$ cat src/logic/alu_pkg.sv
// alu_pkg: shared constants and types of the arithmetic and logic unit
// Notes on behaviour
// - size code picks byte, word or longword width
// - add and subtract at all three sizes
// - byte immediate subtract refused as bad operation
// - carry add and borrow subtract are byte only
// - increment and decrement step by one or two
// - byte increment and decrement step one only
// - address step ops: longword, constant one/two/four
// - decimal fix uses carry and half carry
// - unsigned product gives double width result
// - signed product gives double width result
// - unsigned quotient and remainder of divisor width
// - signed quotient and remainder of divisor width
// - compare updates flags only, no writeback
// - negate writes zero minus destination
// - zero widen fills upper half with zeros
// - sign widen copies sign into upper half
// - and with register or immediate operand
// - or with register or immediate operand
// - exclusive or with register or immediate
// - not inverts every bit at width
package alu_pkg;

  // ====
  // widths
  localparam int DATA_W  = 32;
  localparam int STEP_W  = 3;
  localparam int FLAG_W  = 5;
  localparam int DEN_W   = 16;

  // ====
  // flag positions in the condition flags vector
  localparam int FLAG_C = 0;
  localparam int FLAG_V = 1;
  localparam int FLAG_Z = 2;
  localparam int FLAG_N = 3;
  localparam int FLAG_H = 4;

  // ====
  // width masks, sign bits and half carry bits
  localparam logic [31:0] MASK_BYTE = 32'h0000_00ff;
  localparam logic [31:0] MASK_WORD = 32'h0000_ffff;
  localparam logic [31:0] MASK_LONG = 32'hffff_ffff;
  localparam int MSB_BYTE  = 7;
  localparam int MSB_WORD  = 15;
  localparam int MSB_LONG  = 31;
  localparam int HALF_BYTE = 4;
  localparam int HALF_WORD = 12;
  localparam int HALF_LONG = 28;

  // ====
  // step constants and decimal fix values
  localparam logic [2:0] STEP_ONE  = 3'h1;
  localparam logic [2:0] STEP_TWO  = 3'h2;
  localparam logic [2:0] STEP_FOUR = 3'h4;
  localparam logic [3:0] BCD_DIGIT_MAX = 4'h9;
  localparam logic [7:0] BCD_BYTE_MAX  = 8'h99;
  localparam logic [7:0] BCD_LO_FIX    = 8'h06;
  localparam logic [7:0] BCD_HI_FIX    = 8'h60;

  // ====
  // operand sizes and operations
  typedef enum logic [1:0] {
    sz_bad  = 2'b00,
    sz_byte = 2'b01,
    sz_word = 2'b10,
    sz_long = 2'b11
  } size_type;

  typedef enum logic [4:0] {
    op_add                  = 5'h00,
    op_sub                  = 5'h01,
    carry_sum_op            = 5'h02,
    borrow_diff_op          = 5'h03,
    op_inc                  = 5'h04,
    op_dec                  = 5'h05,
    addr_step_plus          = 5'h06,
    addr_step_minus         = 5'h07,
    decimal_fix_after_plus  = 5'h08,
    decimal_fix_after_minus = 5'h09,
    unsigned_product_op     = 5'h0a,
    signed_product_op       = 5'h0b,
    unsigned_quotient_op    = 5'h0c,
    signed_quotient_op      = 5'h0d,
    op_cmp                  = 5'h0e,
    op_neg                  = 5'h0f,
    zero_widen_op           = 5'h10,
    sign_widen_op           = 5'h11,
    op_and                  = 5'h12,
    op_or                   = 5'h13,
    op_xor                  = 5'h14,
    op_not                  = 5'h15
  } op_type;

endpackage : alu_pkg

$ cat src/logic/alu_divider.sv
// alu_divider: restoring unsigned divider, one quotient bit per clock
`timescale 1ns/10ps
module alu_divider
#(
  parameter int NUM_W = 32,
  parameter int DEN_W = 16
)
(
  // clock and reset
  input  logic             ref_clk,
  input  logic             nrst,
  // request
  input  logic             start,
  input  logic [NUM_W-1:0] dividend,
  input  logic [DEN_W-1:0] divisor,
  // answer
  output logic             done_ff,
  output logic [NUM_W-1:0] quot_ff,
  output logic [DEN_W-1:0] rem_ff
);

  localparam int CNT_W = $clog2(NUM_W + 1);

  logic [DEN_W-1:0] den_ff;
  logic [CNT_W-1:0] cnt_ff;
  logic             run_ff;
  logic [DEN_W:0]   trial;

  // ====
  // trial subtraction
  always_comb
  begin
    trial = {rem_ff, quot_ff[NUM_W-1]} - {1'b0, den_ff};
  end

  // ====
  // sequencing
  always_ff @(posedge ref_clk)
  begin
    if (!nrst)
    begin
      run_ff  <= 1'b0;
      cnt_ff  <= '0;
      done_ff <= 1'b0;
    end
    else
    begin
      done_ff <= run_ff && (cnt_ff == CNT_W'(1));
      if (start)
      begin
        run_ff <= 1'b1;
        cnt_ff <= CNT_W'(NUM_W);
      end
      else if (run_ff)
      begin
        cnt_ff <= cnt_ff - CNT_W'(1);
        run_ff <= (cnt_ff != CNT_W'(1));
      end
    end
  end

  // ====
  // datapath
  always_ff @(posedge ref_clk)
  begin
    if (!nrst)
    begin
      den_ff  <= '0;
      rem_ff  <= '0;
      quot_ff <= '0;
    end
    else if (start)
    begin
      den_ff  <= divisor;
      rem_ff  <= '0;
      quot_ff <= dividend;
    end
    else if (run_ff)
    begin
      if (!trial[DEN_W])
      begin
        rem_ff  <= trial[DEN_W-1:0];
        quot_ff <= {quot_ff[NUM_W-2:0], 1'b1};
      end
      else
      begin
        rem_ff  <= {rem_ff[DEN_W-2:0], quot_ff[NUM_W-1]};
        quot_ff <= {quot_ff[NUM_W-2:0], 1'b0};
      end
    end
  end

endmodule : alu_divider

$ cat src/logic/cpu_arith_logic_unit.sv
// cpu_arith_logic_unit: arithmetic and logic execution datapath
`timescale 1ns/10ps
module cpu_arith_logic_unit
(
  // clock and reset
  input  logic                          ref_clk,
  input  logic                          nrst,
  // request from the decoder
  input  logic                          req_valid,
  input  alu_pkg::op_type               op,
  input  alu_pkg::size_type             size,
  input  logic                          use_imm,
  input  logic [alu_pkg::STEP_W-1:0]    step_val,
  // operands from the register file
  input  logic [alu_pkg::DATA_W-1:0]    dst_val,
  input  logic [alu_pkg::DATA_W-1:0]    src_gpr,
  input  logic [alu_pkg::DATA_W-1:0]    imm_val,
  // flags from the condition flags register
  input  logic [alu_pkg::FLAG_W-1:0]    flags_in,
  // answer
  output logic                          busy_ff,
  output logic                          done_ff,
  output logic                          bad_op_ff,
  output logic                          wr_en_ff,
  output logic [alu_pkg::DATA_W-1:0]    res_ff,
  output logic                          flags_we_ff,
  output logic [alu_pkg::FLAG_W-1:0]    flags_ff
);

  import alu_pkg::*;

  // ====
  // width decoding
  function automatic logic [31:0] width_mask(input size_type s);
    unique case (s)
      sz_byte: width_mask = MASK_BYTE;
      sz_word: width_mask = MASK_WORD;
      sz_long: width_mask = MASK_LONG;
      sz_bad:  width_mask = MASK_LONG;
    endcase
  endfunction : width_mask

  function automatic int msb_of(input size_type s);
    unique case (s)
      sz_byte: msb_of = MSB_BYTE;
      sz_word: msb_of = MSB_WORD;
      sz_long: msb_of = MSB_LONG;
      sz_bad:  msb_of = MSB_LONG;
    endcase
  endfunction : msb_of

  function automatic int half_of(input size_type s);
    unique case (s)
      sz_byte: half_of = HALF_BYTE;
      sz_word: half_of = HALF_WORD;
      sz_long: half_of = HALF_LONG;
      sz_bad:  half_of = HALF_LONG;
    endcase
  endfunction : half_of

  // ====
  // declarations
  logic [31:0]       opnd;
  logic [31:0]       fm;
  logic [31:0]       aa;
  logic [31:0]       ab;
  logic              cc;
  logic              do_sub;
  logic              use_arith;
  logic [31:0]       direct;
  logic              direct_c;
  size_type          wsize;
  size_type          fsize;
  logic              wr;
  logic              upd_nz;
  logic              upd_v;
  logic              upd_c;
  logic              upd_h;
  logic              sticky_z;
  logic              bad;
  logic              div_go;
  logic              dec_lo;
  logic              dec_hi;
  logic [7:0]        dec_adj;
  logic              mul_sgn;
  logic [31:0]       mul_a;
  logic [31:0]       mul_b;
  logic [31:0]       prod;
  logic [32:0]       sum;
  logic [31:0]       rslt;
  logic [31:0]       hx;
  logic              ovf;
  logic [FLAG_W-1:0] nf;
  logic [31:0]       wm;
  logic [31:0]       merged;
  logic              acc;
  logic              div_sgn;
  logic [31:0]       dd_s;
  logic [15:0]       dv_s;
  logic              neg_a;
  logic              neg_b;
  logic [31:0]       dd_abs;
  logic [15:0]       dv_abs;
  logic              div_done;
  logic [31:0]       div_quot;
  logic [15:0]       div_rem;
  logic [31:0]       q_fix;
  logic [15:0]       r_fix;
  logic [31:0]       div_merged;
  logic [FLAG_W-1:0] div_flags;
  logic [31:0]       ctx_dst_ff;
  logic              ctx_byte_ff;
  logic              ctx_nq_ff;
  logic              ctx_nr_ff;
  logic              ctx_zero_ff;
  logic [FLAG_W-1:0] ctx_flags_ff;

  assign acc = req_valid && !busy_ff;

  // ====
  // operation decode and direct results
  always_comb
  begin
    opnd      = use_imm ? imm_val : src_gpr;
    fm        = width_mask(size);
    aa        = dst_val & fm;
    ab        = opnd & fm;
    cc        = 1'b0;
    do_sub    = 1'b0;
    use_arith = 1'b1;
    direct    = 32'h0;
    direct_c  = flags_in[FLAG_C];
    wsize     = size;
    fsize     = size;
    wr        = 1'b1;
    upd_nz    = 1'b1;
    upd_v     = 1'b1;
    upd_c     = 1'b1;
    upd_h     = 1'b0;
    sticky_z  = 1'b0;
    bad       = (size == sz_bad);
    div_go    = 1'b0;
    dec_lo    = 1'b0;
    dec_hi    = 1'b0;
    dec_adj   = 8'h00;
    mul_sgn   = (op == signed_product_op);
    mul_a     = 32'h0;
    mul_b     = 32'h0;
    prod      = 32'h0;
    case (op)
      op_add:
      begin
        upd_h = 1'b1;
      end
      op_sub:
      begin
        do_sub = 1'b1;
        upd_h  = 1'b1;
        bad    = bad || (size == sz_byte && use_imm);
      end
      carry_sum_op, borrow_diff_op:
      begin
        do_sub   = (op == borrow_diff_op);
        cc       = flags_in[FLAG_C];
        upd_h    = 1'b1;
        sticky_z = 1'b1;
        bad      = bad || (size != sz_byte);
      end
      op_inc, op_dec:
      begin
        do_sub = (op == op_dec);
        ab     = 32'(step_val);
        upd_c  = 1'b0;
        bad    = bad || !(step_val == STEP_ONE || step_val == STEP_TWO);
        bad    = bad || (size == sz_byte && step_val != STEP_ONE);
      end
      addr_step_plus, addr_step_minus:
      begin
        do_sub = (op == addr_step_minus);
        ab     = 32'(step_val);
        upd_nz = 1'b0;
        upd_v  = 1'b0;
        upd_c  = 1'b0;
        bad    = bad || (size != sz_long);
        bad    = bad || !(step_val == STEP_ONE || step_val == STEP_TWO
                          || step_val == STEP_FOUR);
      end
      decimal_fix_after_plus:
      begin
        use_arith = 1'b0;
        upd_v     = 1'b0;
        dec_lo    = flags_in[FLAG_H] || (aa[3:0] > BCD_DIGIT_MAX);
        dec_hi    = flags_in[FLAG_C] || (aa[7:0] > BCD_BYTE_MAX);
        dec_adj   = (dec_hi ? BCD_HI_FIX : 8'h00) | (dec_lo ? BCD_LO_FIX : 8'h00);
        direct    = 32'(aa[7:0] + dec_adj);
        direct_c  = dec_hi;
        bad       = bad || (size != sz_byte);
      end
      decimal_fix_after_minus:
      begin
        use_arith = 1'b0;
        upd_v     = 1'b0;
        dec_lo    = flags_in[FLAG_H];
        dec_hi    = flags_in[FLAG_C];
        dec_adj   = (dec_hi ? BCD_HI_FIX : 8'h00) | (dec_lo ? BCD_LO_FIX : 8'h00);
        direct    = 32'(aa[7:0] - dec_adj);
        direct_c  = dec_hi;
        bad       = bad || (size != sz_byte);
      end
      unsigned_product_op, signed_product_op:
      begin
        use_arith = 1'b0;
        upd_v     = 1'b0;
        upd_c     = 1'b0;
        upd_nz    = mul_sgn;
        wsize     = (size == sz_byte) ? sz_word : sz_long;
        fsize     = wsize;
        bad       = bad || (size == sz_long);
        if (size == sz_byte)
        begin
          mul_a = {{24{mul_sgn & dst_val[7]}}, dst_val[7:0]};
          mul_b = {{24{mul_sgn & src_gpr[7]}}, src_gpr[7:0]};
        end
        else
        begin
          mul_a = {{16{mul_sgn & dst_val[15]}}, dst_val[15:0]};
          mul_b = {{16{mul_sgn & src_gpr[15]}}, src_gpr[15:0]};
        end
        prod   = mul_a * mul_b;
        direct = prod;
      end
      unsigned_quotient_op, signed_quotient_op:
      begin
        use_arith = 1'b0;
        wr        = 1'b0;
        upd_nz    = 1'b0;
        upd_v     = 1'b0;
        upd_c     = 1'b0;
        bad       = bad || (size == sz_long);
        div_go    = 1'b1;
      end
      op_cmp:
      begin
        do_sub = 1'b1;
        upd_h  = 1'b1;
        wr     = 1'b0;
      end
      op_neg:
      begin
        aa     = 32'h0;
        ab     = dst_val & fm;
        do_sub = 1'b1;
        upd_h  = 1'b1;
      end
      zero_widen_op:
      begin
        use_arith = 1'b0;
        upd_c     = 1'b0;
        bad       = bad || (size == sz_byte);
        direct    = (size == sz_word) ? {24'h0, dst_val[7:0]}
                                      : {16'h0, dst_val[15:0]};
      end
      sign_widen_op:
      begin
        use_arith = 1'b0;
        upd_c     = 1'b0;
        bad       = bad || (size == sz_byte);
        direct    = (size == sz_word) ? {{24{dst_val[7]}}, dst_val[7:0]}
                                      : {{16{dst_val[15]}}, dst_val[15:0]};
      end
      op_and:
      begin
        use_arith = 1'b0;
        upd_c     = 1'b0;
        direct    = aa & ab;
      end
      op_or:
      begin
        use_arith = 1'b0;
        upd_c     = 1'b0;
        direct    = aa | ab;
      end
      op_xor:
      begin
        use_arith = 1'b0;
        upd_c     = 1'b0;
        direct    = aa ^ ab;
      end
      op_not:
      begin
        use_arith = 1'b0;
        upd_c     = 1'b0;
        direct    = ~aa & fm;
      end
      default:
      begin
        use_arith = 1'b0;
        bad       = 1'b1;
      end
    endcase
  end

  // ====
  // adder, flags and writeback merge
  always_comb
  begin
    if (do_sub)
      sum = {1'b0, aa} - {1'b0, ab} - 33'(cc);
    else
      sum = {1'b0, aa} + {1'b0, ab} + 33'(cc);
    rslt = use_arith ? (sum[31:0] & fm) : direct;
    hx   = aa ^ ab ^ sum[31:0];
    if (do_sub)
      ovf = (aa[msb_of(size)] != ab[msb_of(size)])
            && (sum[msb_of(size)] != aa[msb_of(size)]);
    else
      ovf = (aa[msb_of(size)] == ab[msb_of(size)])
            && (sum[msb_of(size)] != aa[msb_of(size)]);
    nf = flags_in;
    if (upd_nz)
    begin
      nf[FLAG_N] = rslt[msb_of(fsize)];
      nf[FLAG_Z] = ((rslt & width_mask(fsize)) == 32'h0)
                   && (!sticky_z || flags_in[FLAG_Z]);
    end
    if (upd_v)
      nf[FLAG_V] = use_arith && ovf;
    if (upd_c)
      nf[FLAG_C] = use_arith ? sum[msb_of(size) + 1] : direct_c;
    if (upd_h)
      nf[FLAG_H] = hx[half_of(size)];
    wm     = width_mask(wsize);
    merged = (dst_val & ~wm) | (rslt & wm);
  end

  // ====
  // divide operand preparation
  always_comb
  begin
    div_sgn = (op == signed_quotient_op);
    if (size == sz_byte)
    begin
      dd_s = {{16{div_sgn & dst_val[15]}}, dst_val[15:0]};
      dv_s = {{8{div_sgn & src_gpr[7]}}, src_gpr[7:0]};
    end
    else
    begin
      dd_s = dst_val;
      dv_s = src_gpr[15:0];
    end
    neg_a  = div_sgn && dd_s[31];
    neg_b  = div_sgn && dv_s[15];
    dd_abs = neg_a ? (32'h0 - dd_s) : dd_s;
    dv_abs = neg_b ? (16'h0 - dv_s) : dv_s;
  end

  alu_divider
  #(
    .NUM_W (DATA_W),
    .DEN_W (DEN_W)
  )
  u_divider
  (
    .ref_clk  (ref_clk),
    .nrst     (nrst),
    .start    (acc && div_go && !bad),
    .dividend (dd_abs),
    .divisor  (dv_abs),
    .done_ff  (div_done),
    .quot_ff  (div_quot),
    .rem_ff   (div_rem)
  );

  // ====
  // divide result assembly
  always_comb
  begin
    q_fix     = ctx_nq_ff ? (32'h0 - div_quot) : div_quot;
    r_fix     = ctx_nr_ff ? (16'h0 - div_rem) : div_rem;
    div_flags = ctx_flags_ff;
    if (ctx_byte_ff)
    begin
      div_merged        = {ctx_dst_ff[31:16], r_fix[7:0], q_fix[7:0]};
      div_flags[FLAG_N] = q_fix[7];
    end
    else
    begin
      div_merged        = {r_fix, q_fix[15:0]};
      div_flags[FLAG_N] = q_fix[15];
    end
    div_flags[FLAG_Z] = ctx_zero_ff;
  end

  // ====
  // divide context
  always_ff @(posedge ref_clk)
  begin
    if (!nrst)
    begin
      ctx_dst_ff   <= 32'h0;
      ctx_byte_ff  <= 1'b0;
      ctx_nq_ff    <= 1'b0;
      ctx_nr_ff    <= 1'b0;
      ctx_zero_ff  <= 1'b0;
      ctx_flags_ff <= '0;
    end
    else if (acc && div_go && !bad)
    begin
      ctx_dst_ff   <= dst_val;
      ctx_byte_ff  <= (size == sz_byte);
      ctx_nq_ff    <= neg_a ^ neg_b;
      ctx_nr_ff    <= neg_a;
      ctx_zero_ff  <= (dv_s == 16'h0);
      ctx_flags_ff <= flags_in;
    end
  end

  // ====
  // busy tracking
  always_ff @(posedge ref_clk)
  begin
    if (!nrst)
      busy_ff <= 1'b0;
    else if (acc && div_go && !bad)
      busy_ff <= 1'b1;
    else if (div_done)
      busy_ff <= 1'b0;
  end

  // ====
  // answer strobes
  always_ff @(posedge ref_clk)
  begin
    if (!nrst)
    begin
      done_ff     <= 1'b0;
      bad_op_ff   <= 1'b0;
      wr_en_ff    <= 1'b0;
      flags_we_ff <= 1'b0;
    end
    else
    begin
      done_ff     <= (acc && (bad || !div_go)) || div_done;
      bad_op_ff   <= acc && bad;
      wr_en_ff    <= div_done || (acc && !bad && wr);
      flags_we_ff <= div_done || (acc && !bad && (upd_nz || upd_v || upd_c || upd_h));
    end
  end

  // ====
  // answer data
  always_ff @(posedge ref_clk)
  begin
    if (!nrst)
    begin
      res_ff   <= 32'h0;
      flags_ff <= '0;
    end
    else if (div_done)
    begin
      res_ff   <= div_merged;
      flags_ff <= div_flags;
    end
    else if (acc)
    begin
      res_ff   <= merged;
      flags_ff <= nf;
    end
  end

endmodule : cpu_arith_logic_unit

$ cat config.mk
export PLATFORM = sky130hd
export DESIGN_NAME = cpu_arith_logic_unit
export DESIGN_NICKNAME = d
export VERILOG_FILES = /design/src/logic/alu_pkg.sv /design/src/logic/alu_divider.sv /design/src/logic/cpu_arith_logic_unit.sv
export SDC_FILE = /design/constraint.sdc
export NUM_CORES = 2
export LEC_CHECK = 0
export ABC_AREA = 1
export ABC_CLOCK_PERIOD_IN_PS = 12800
export BUFFER_PORTS_ARGS = -buffer_cell sky130_fd_sc_hd__buf_2
export CORE_MARGIN = 3
export CORE_UTILIZATION = 35
export DETAILED_ROUTE_END_ITERATION = 8
export PLACE_DENSITY = 0.62
export SLEW_MARGIN = 20
export SYNTH_ARGS = -nofsm -noshare
export SYNTH_HDL_FRONTEND = slang
export SYNTH_HIERARCHICAL = 1
export SYNTH_SLANG_ARGS = --single-unit
$ cat constraint.sdc
create_clock -name ref_clk -period 12.8 [get_ports ref_clk]
set_input_delay 1.28 -clock ref_clk [delete_from_list [all_inputs] [get_ports ref_clk]]
set_output_delay 1.28 -clock ref_clk [all_outputs]
set_load 0.005 [all_outputs]
==> flow_results.org <==
** Outcome
- Run status :: finished clean

** Critical path
- Data arrives at the worst endpoint at 11.15 ns.
- The setup check on the worst reg-to-reg path leaves a slack of 9.49 ns.
- The slowest stage of the critical path belongs to the cell sky130_fd_sc_hd__a21oi_1.
- The worst setup path is launched from a primary input.
- Type of the worst setup path :: primary input to flip-flop
- Worst reg2reg startpoint :: busy_ff
- Data required time at the worst endpoint :: 13.14 ns
- Depth of the worst register-to-register path :: 9
- In this run the critical register-to-register path is captured at u_divider/quot_ff[15].
- Critical Path Fanout Max :: 23
- The worst setup path is captured at a flip-flop.
- Crit path largest cell delay :: 0.73 ns

** CTS
- TritonCTS clock tree :: built
- CTS sink count :: 137
- Hold buffer count at CTS :: 0
- Clock latency on the worst-skew pair, taken at its later pin, is 0.43 ns.
- The clock passes through at most 2 buffers.
- Gates resized during post-CTS repair numbered 0.
- CTS root buf :: sky130_fd_sc_hd__clkbuf_16
- Number of buffers created by CTS :: 17
- After clock tree synthesis, the clock-pin slew on the worst setup and hold paths is 0.06 ns.
- Total setup buffers inserted after CTS :: 0
- H-Tree Depth :: 4

** Global route
- The initial antenna violation count is 8.
- GRT overflow :: 0
- Wire length of the first global-routing pass :: 189,000 um
- Entering global routing, the biggest net connects 96 pins.
- The number of global-route vias before repair came to 31,400.
- Gr usage total :: 26.0%

** Power and ir drop
- For this design the ratio of total power to cell area is 195 mW/mm2.
- VDD IR-drop max :: 0.000337 V
- Leakage power figure :: 17.8 nW

** Finish
- Final Non-Filler Cells :: 6,058
- Fraction of final layout cells with drive strength greater than 1 :: 6.83%
- Filler Cells Inserted :: 9,802
- Relative to the synthesized area, the layout overhead comes to 7.71%.
- Number of nets in the finished design :: 5,642

** Synth
- Yosys mapped the design onto 68 distinct sky130hd cell types.
- The number of nets handed over by synthesis was 5,604.
- After synthesis, flip-flops and latches occupy 8.60% of the total area.
- Share of flip-flops with an asynchronous set or reset :: 0%
- Yosys mapped a number of flops with a built-in enable equal to 0.
- Synthesis inferred 137 register bits.
- The cell area that synthesis handed to floorplanning was 0.0319 mm2.
- In the synthesized netlist, the number of instances is 4,825.
- Mean post-synth cell area :: 6.61 um2
- Dominant register cell in the synthesized netlist :: sky130_fd_sc_hd__dfxtp_1
- The Yosys step of the flow raised 6 warnings.

** Place
- During placement, the flow inserted port buffers numbering 156.
- Detailed placement HPWL :: 103,000 um
- Count of placed standard cells including taps :: 6,020
- The congestion estimate from routability-driven global placement came to 1.02.

** Routing
- Number of vias per cell after detailed routing :: 5.36
- Remaining antenna violation count :: 0
- DRT Wirelength :: 126,000 um
- Count of vias placed by the detailed router :: 32,500
- After detailed routing, the number of remaining DRC violations is 0.
- Number of iterations in the first detailed-routing pass :: 8
- Wirelength per Cell :: 20.8 um
- The first routing iteration left 3,208 violations.

** Floorplanning
- Pin placement for this block handled 157 I/O pins.
- The die covers 0.0948 mm2.
- The total area inside the core boundary comes to 0.0901 mm2.
- Total number of placement rows :: 110
- DIE WIDTH :: 308 um
- Vertical die dimension :: 308 um
- Initial core utilization :: 35.4%

** Hold path
- The worst hold path passes through 2 cells.
- The min-delay analysis places its worst path in the category flip-flop to flip-flop.
- The path with the worst hold slack has its endpoint at ctx_flags_ff[1].
- Start point of the worst hold path :: ctx_flags_ff[1]

** STA
- Setup TNS :: 0 ns
- In the finished design, the share of the clock period the worst path needs comes to 84.4%.
- Setup violations remaining at the end of the flow were counted as 0.
- The count of final hold-check violations came to 0.
- The final-report max-slew violation count is 0.
- The worst pin sits at a relative slew slack of 30.2%.
- Clock skew on the completed layout was measured at 0.0103 ns.
- The routed design could run at a clock period as short as 10.81 ns.
- Setup repair after global routing left no endpoint under its margin.
- Derived from the worst setup path, the maximum achievable clock frequency is 92.5 MHz.
- Worst Tran Pin Value :: 1.05 ns

** Flow run
- Max cap viols :: 0
[worst max-delay path: cells and delay by family]
kind	cells	cell delay, ns
AND/OR/NAND/NOR	11	1.59
adder cells (fa/ha/maj)	10	4.84
buffers and inverters	9	1.66
AO/OA/AOI/OAI	6	1.76
[cell usage in the layout, fill, tap and decap left out, types with 9 or more instances in the layout]
cell	count
sky130_fd_sc_hd__inv_1	988
sky130_fd_sc_hd__nand2_1	895
sky130_fd_sc_hd__nor2_1	537
sky130_fd_sc_hd__fa_1	352
sky130_fd_sc_hd__o21ai_0	325
sky130_fd_sc_hd__ha_1	312
sky130_fd_sc_hd__a21oi_1	278
sky130_fd_sc_hd__nand3_1	226
sky130_fd_sc_hd__buf_2	156
sky130_fd_sc_hd__dfxtp_1	137
sky130_fd_sc_hd__nor3_1	91
sky130_fd_sc_hd__xor2_1	63
sky130_fd_sc_hd__a31oi_1	40
sky130_fd_sc_hd__o22ai_1	37
sky130_fd_sc_hd__nand4_1	37
sky130_fd_sc_hd__buf_4	32
sky130_fd_sc_hd__or2_2	25
sky130_fd_sc_hd__o211ai_1	23
sky130_fd_sc_hd__nand3b_1	21
sky130_fd_sc_hd__xnor2_1	21
sky130_fd_sc_hd__o21bai_1	18
sky130_fd_sc_hd__nand2_2	17
sky130_fd_sc_hd__clkbuf_16	17
sky130_fd_sc_hd__inv_2	15
sky130_fd_sc_hd__o21ai_1	15
sky130_fd_sc_hd__a211oi_1	14
sky130_fd_sc_hd__nor4_1	13
sky130_fd_sc_hd__a21o_1	13
sky130_fd_sc_hd__nor2_2	12
sky130_fd_sc_hd__o2111ai_1	12
sky130_fd_sc_hd__clkinv_1	12
sky130_fd_sc_hd__nand3_2	11
sky130_fd_sc_hd__a21oi_2	10
sky130_fd_sc_hd__a221oi_1	9
[flip-flops by register name, summed over array words and instances (netlist names)]
signal,flops
u_divider/cnt_ff,6
flags_we_ff,1
done_ff,1
ctx_nr_ff,1
ctx_zero_ff,1
wr_en_ff,1
ctx_byte_ff,1
u_divider/den_ff,16
u_divider/quot_ff,32
bad_op_ff,1
ctx_nq_ff,1
ctx_flags_ff,3
ctx_dst_ff,16
res_ff,32
flags_ff,5
u_divider/done_ff,1
u_divider/rem_ff,16
u_divider/run_ff,1
busy_ff,1
[power by group]
part | leakage, nW | internal [mW] | switching, mW
sequential | 1.11 | 0.443 | 0.0129
clock | 0.321 | 0.358 | 0.206
combinational | 16.3 | 1.97 | 3.70
[cell type report]
class,instances,area [um2],share of cell area [%]
diodes,6,15.0,0.0437
flip-flops and latches,137,2740,7.99
clock inverters,13,214,0.623
repair buffers,188,1020,2.97
clock buffers,19,453,1.32
inverters,1015,3810,11.1
multi-input cells,3504,24600,71.7
well taps,1176,1470,4.28
[worst max-delay path by stage]
stage,depth (start not counted),startpoint,end
2_1_floorplan,42,size[1],flags_ff[2]
3_3_place_gp,36,size[1],flags_ff[2]
3_5_place_dp,36,size[1],flags_ff[2]
4_1_cts,36,size[1],flags_ff[2]
5_1_grt,36,size[1],flags_ff[2]
6_report,36,size[1],flags_ff[2]
[synthesized netlist by cell type, types with 37 or more instances]
library cell / number / area [um2]
sky130_fd_sc_hd__o22ai_1: 37 / 231
sky130_fd_sc_hd__clkbuf_1: 127 / 477
sky130_fd_sc_hd__o21ai_0: 325 / 1630
sky130_fd_sc_hd__fa_1: 352 / 7050
sky130_fd_sc_hd__nand4_1: 37 / 231
sky130_fd_sc_hd__nor3_1: 91 / 455
sky130_fd_sc_hd__a21oi_1: 278 / 1390
sky130_fd_sc_hd__ha_1: 312 / 3900
sky130_fd_sc_hd__dfxtp_1: 137 / 2740
sky130_fd_sc_hd__xor2_1: 63 / 552
sky130_fd_sc_hd__a31oi_1: 40 / 250
sky130_fd_sc_hd__nand3_1: 226 / 1130
sky130_fd_sc_hd__inv_1: 988 / 3710
sky130_fd_sc_hd__nand2_1: 895 / 3360
sky130_fd_sc_hd__nor2_1: 537 / 2020
[metal layers]
metal | wire length [um] | share of wire [%] | track usage [%]
met5 | 9 | 0.0071 | 0
met3 | 12000 | 9.5 | 3.98
met4 | 5600 | 4.4 | 10.4
met2 | 56200 | 45 | 42.1
met1 | 52200 | 41 | 34.8
[per-stage QoR]
step,setup WS (ns),hold WS (ns),power (mW),instance area (um2),utilization (%)
floorplan,3.65,0.425,4.46,31900,-
global placement,1.84,0.444,6.01,33700,37.3
detailed placement,1.84,0.453,6.02,33700,37.3
CTS,2.26,0.463,6.61,34300,38.1
global route,1.58,0.486,7.41,34300,38.1
finish,1.99,0.466,6.68,34300,38.1
[kinds of logic after synthesis]
| kind of cell | Yosys count | synth area share, % |
|---|---|---|
| buf+inv | 1184 | 14.2 |
| compound gates | 838 | 14.8 |
| xor+xnor | 84 | 2.31 |
| flops | 137 | 8.60 |
| fa+ha+maj | 664 | 34.3 |
| simple gates | 1918 | 25.7 |
No activity file was read; power rests on OpenSTA's default activity.
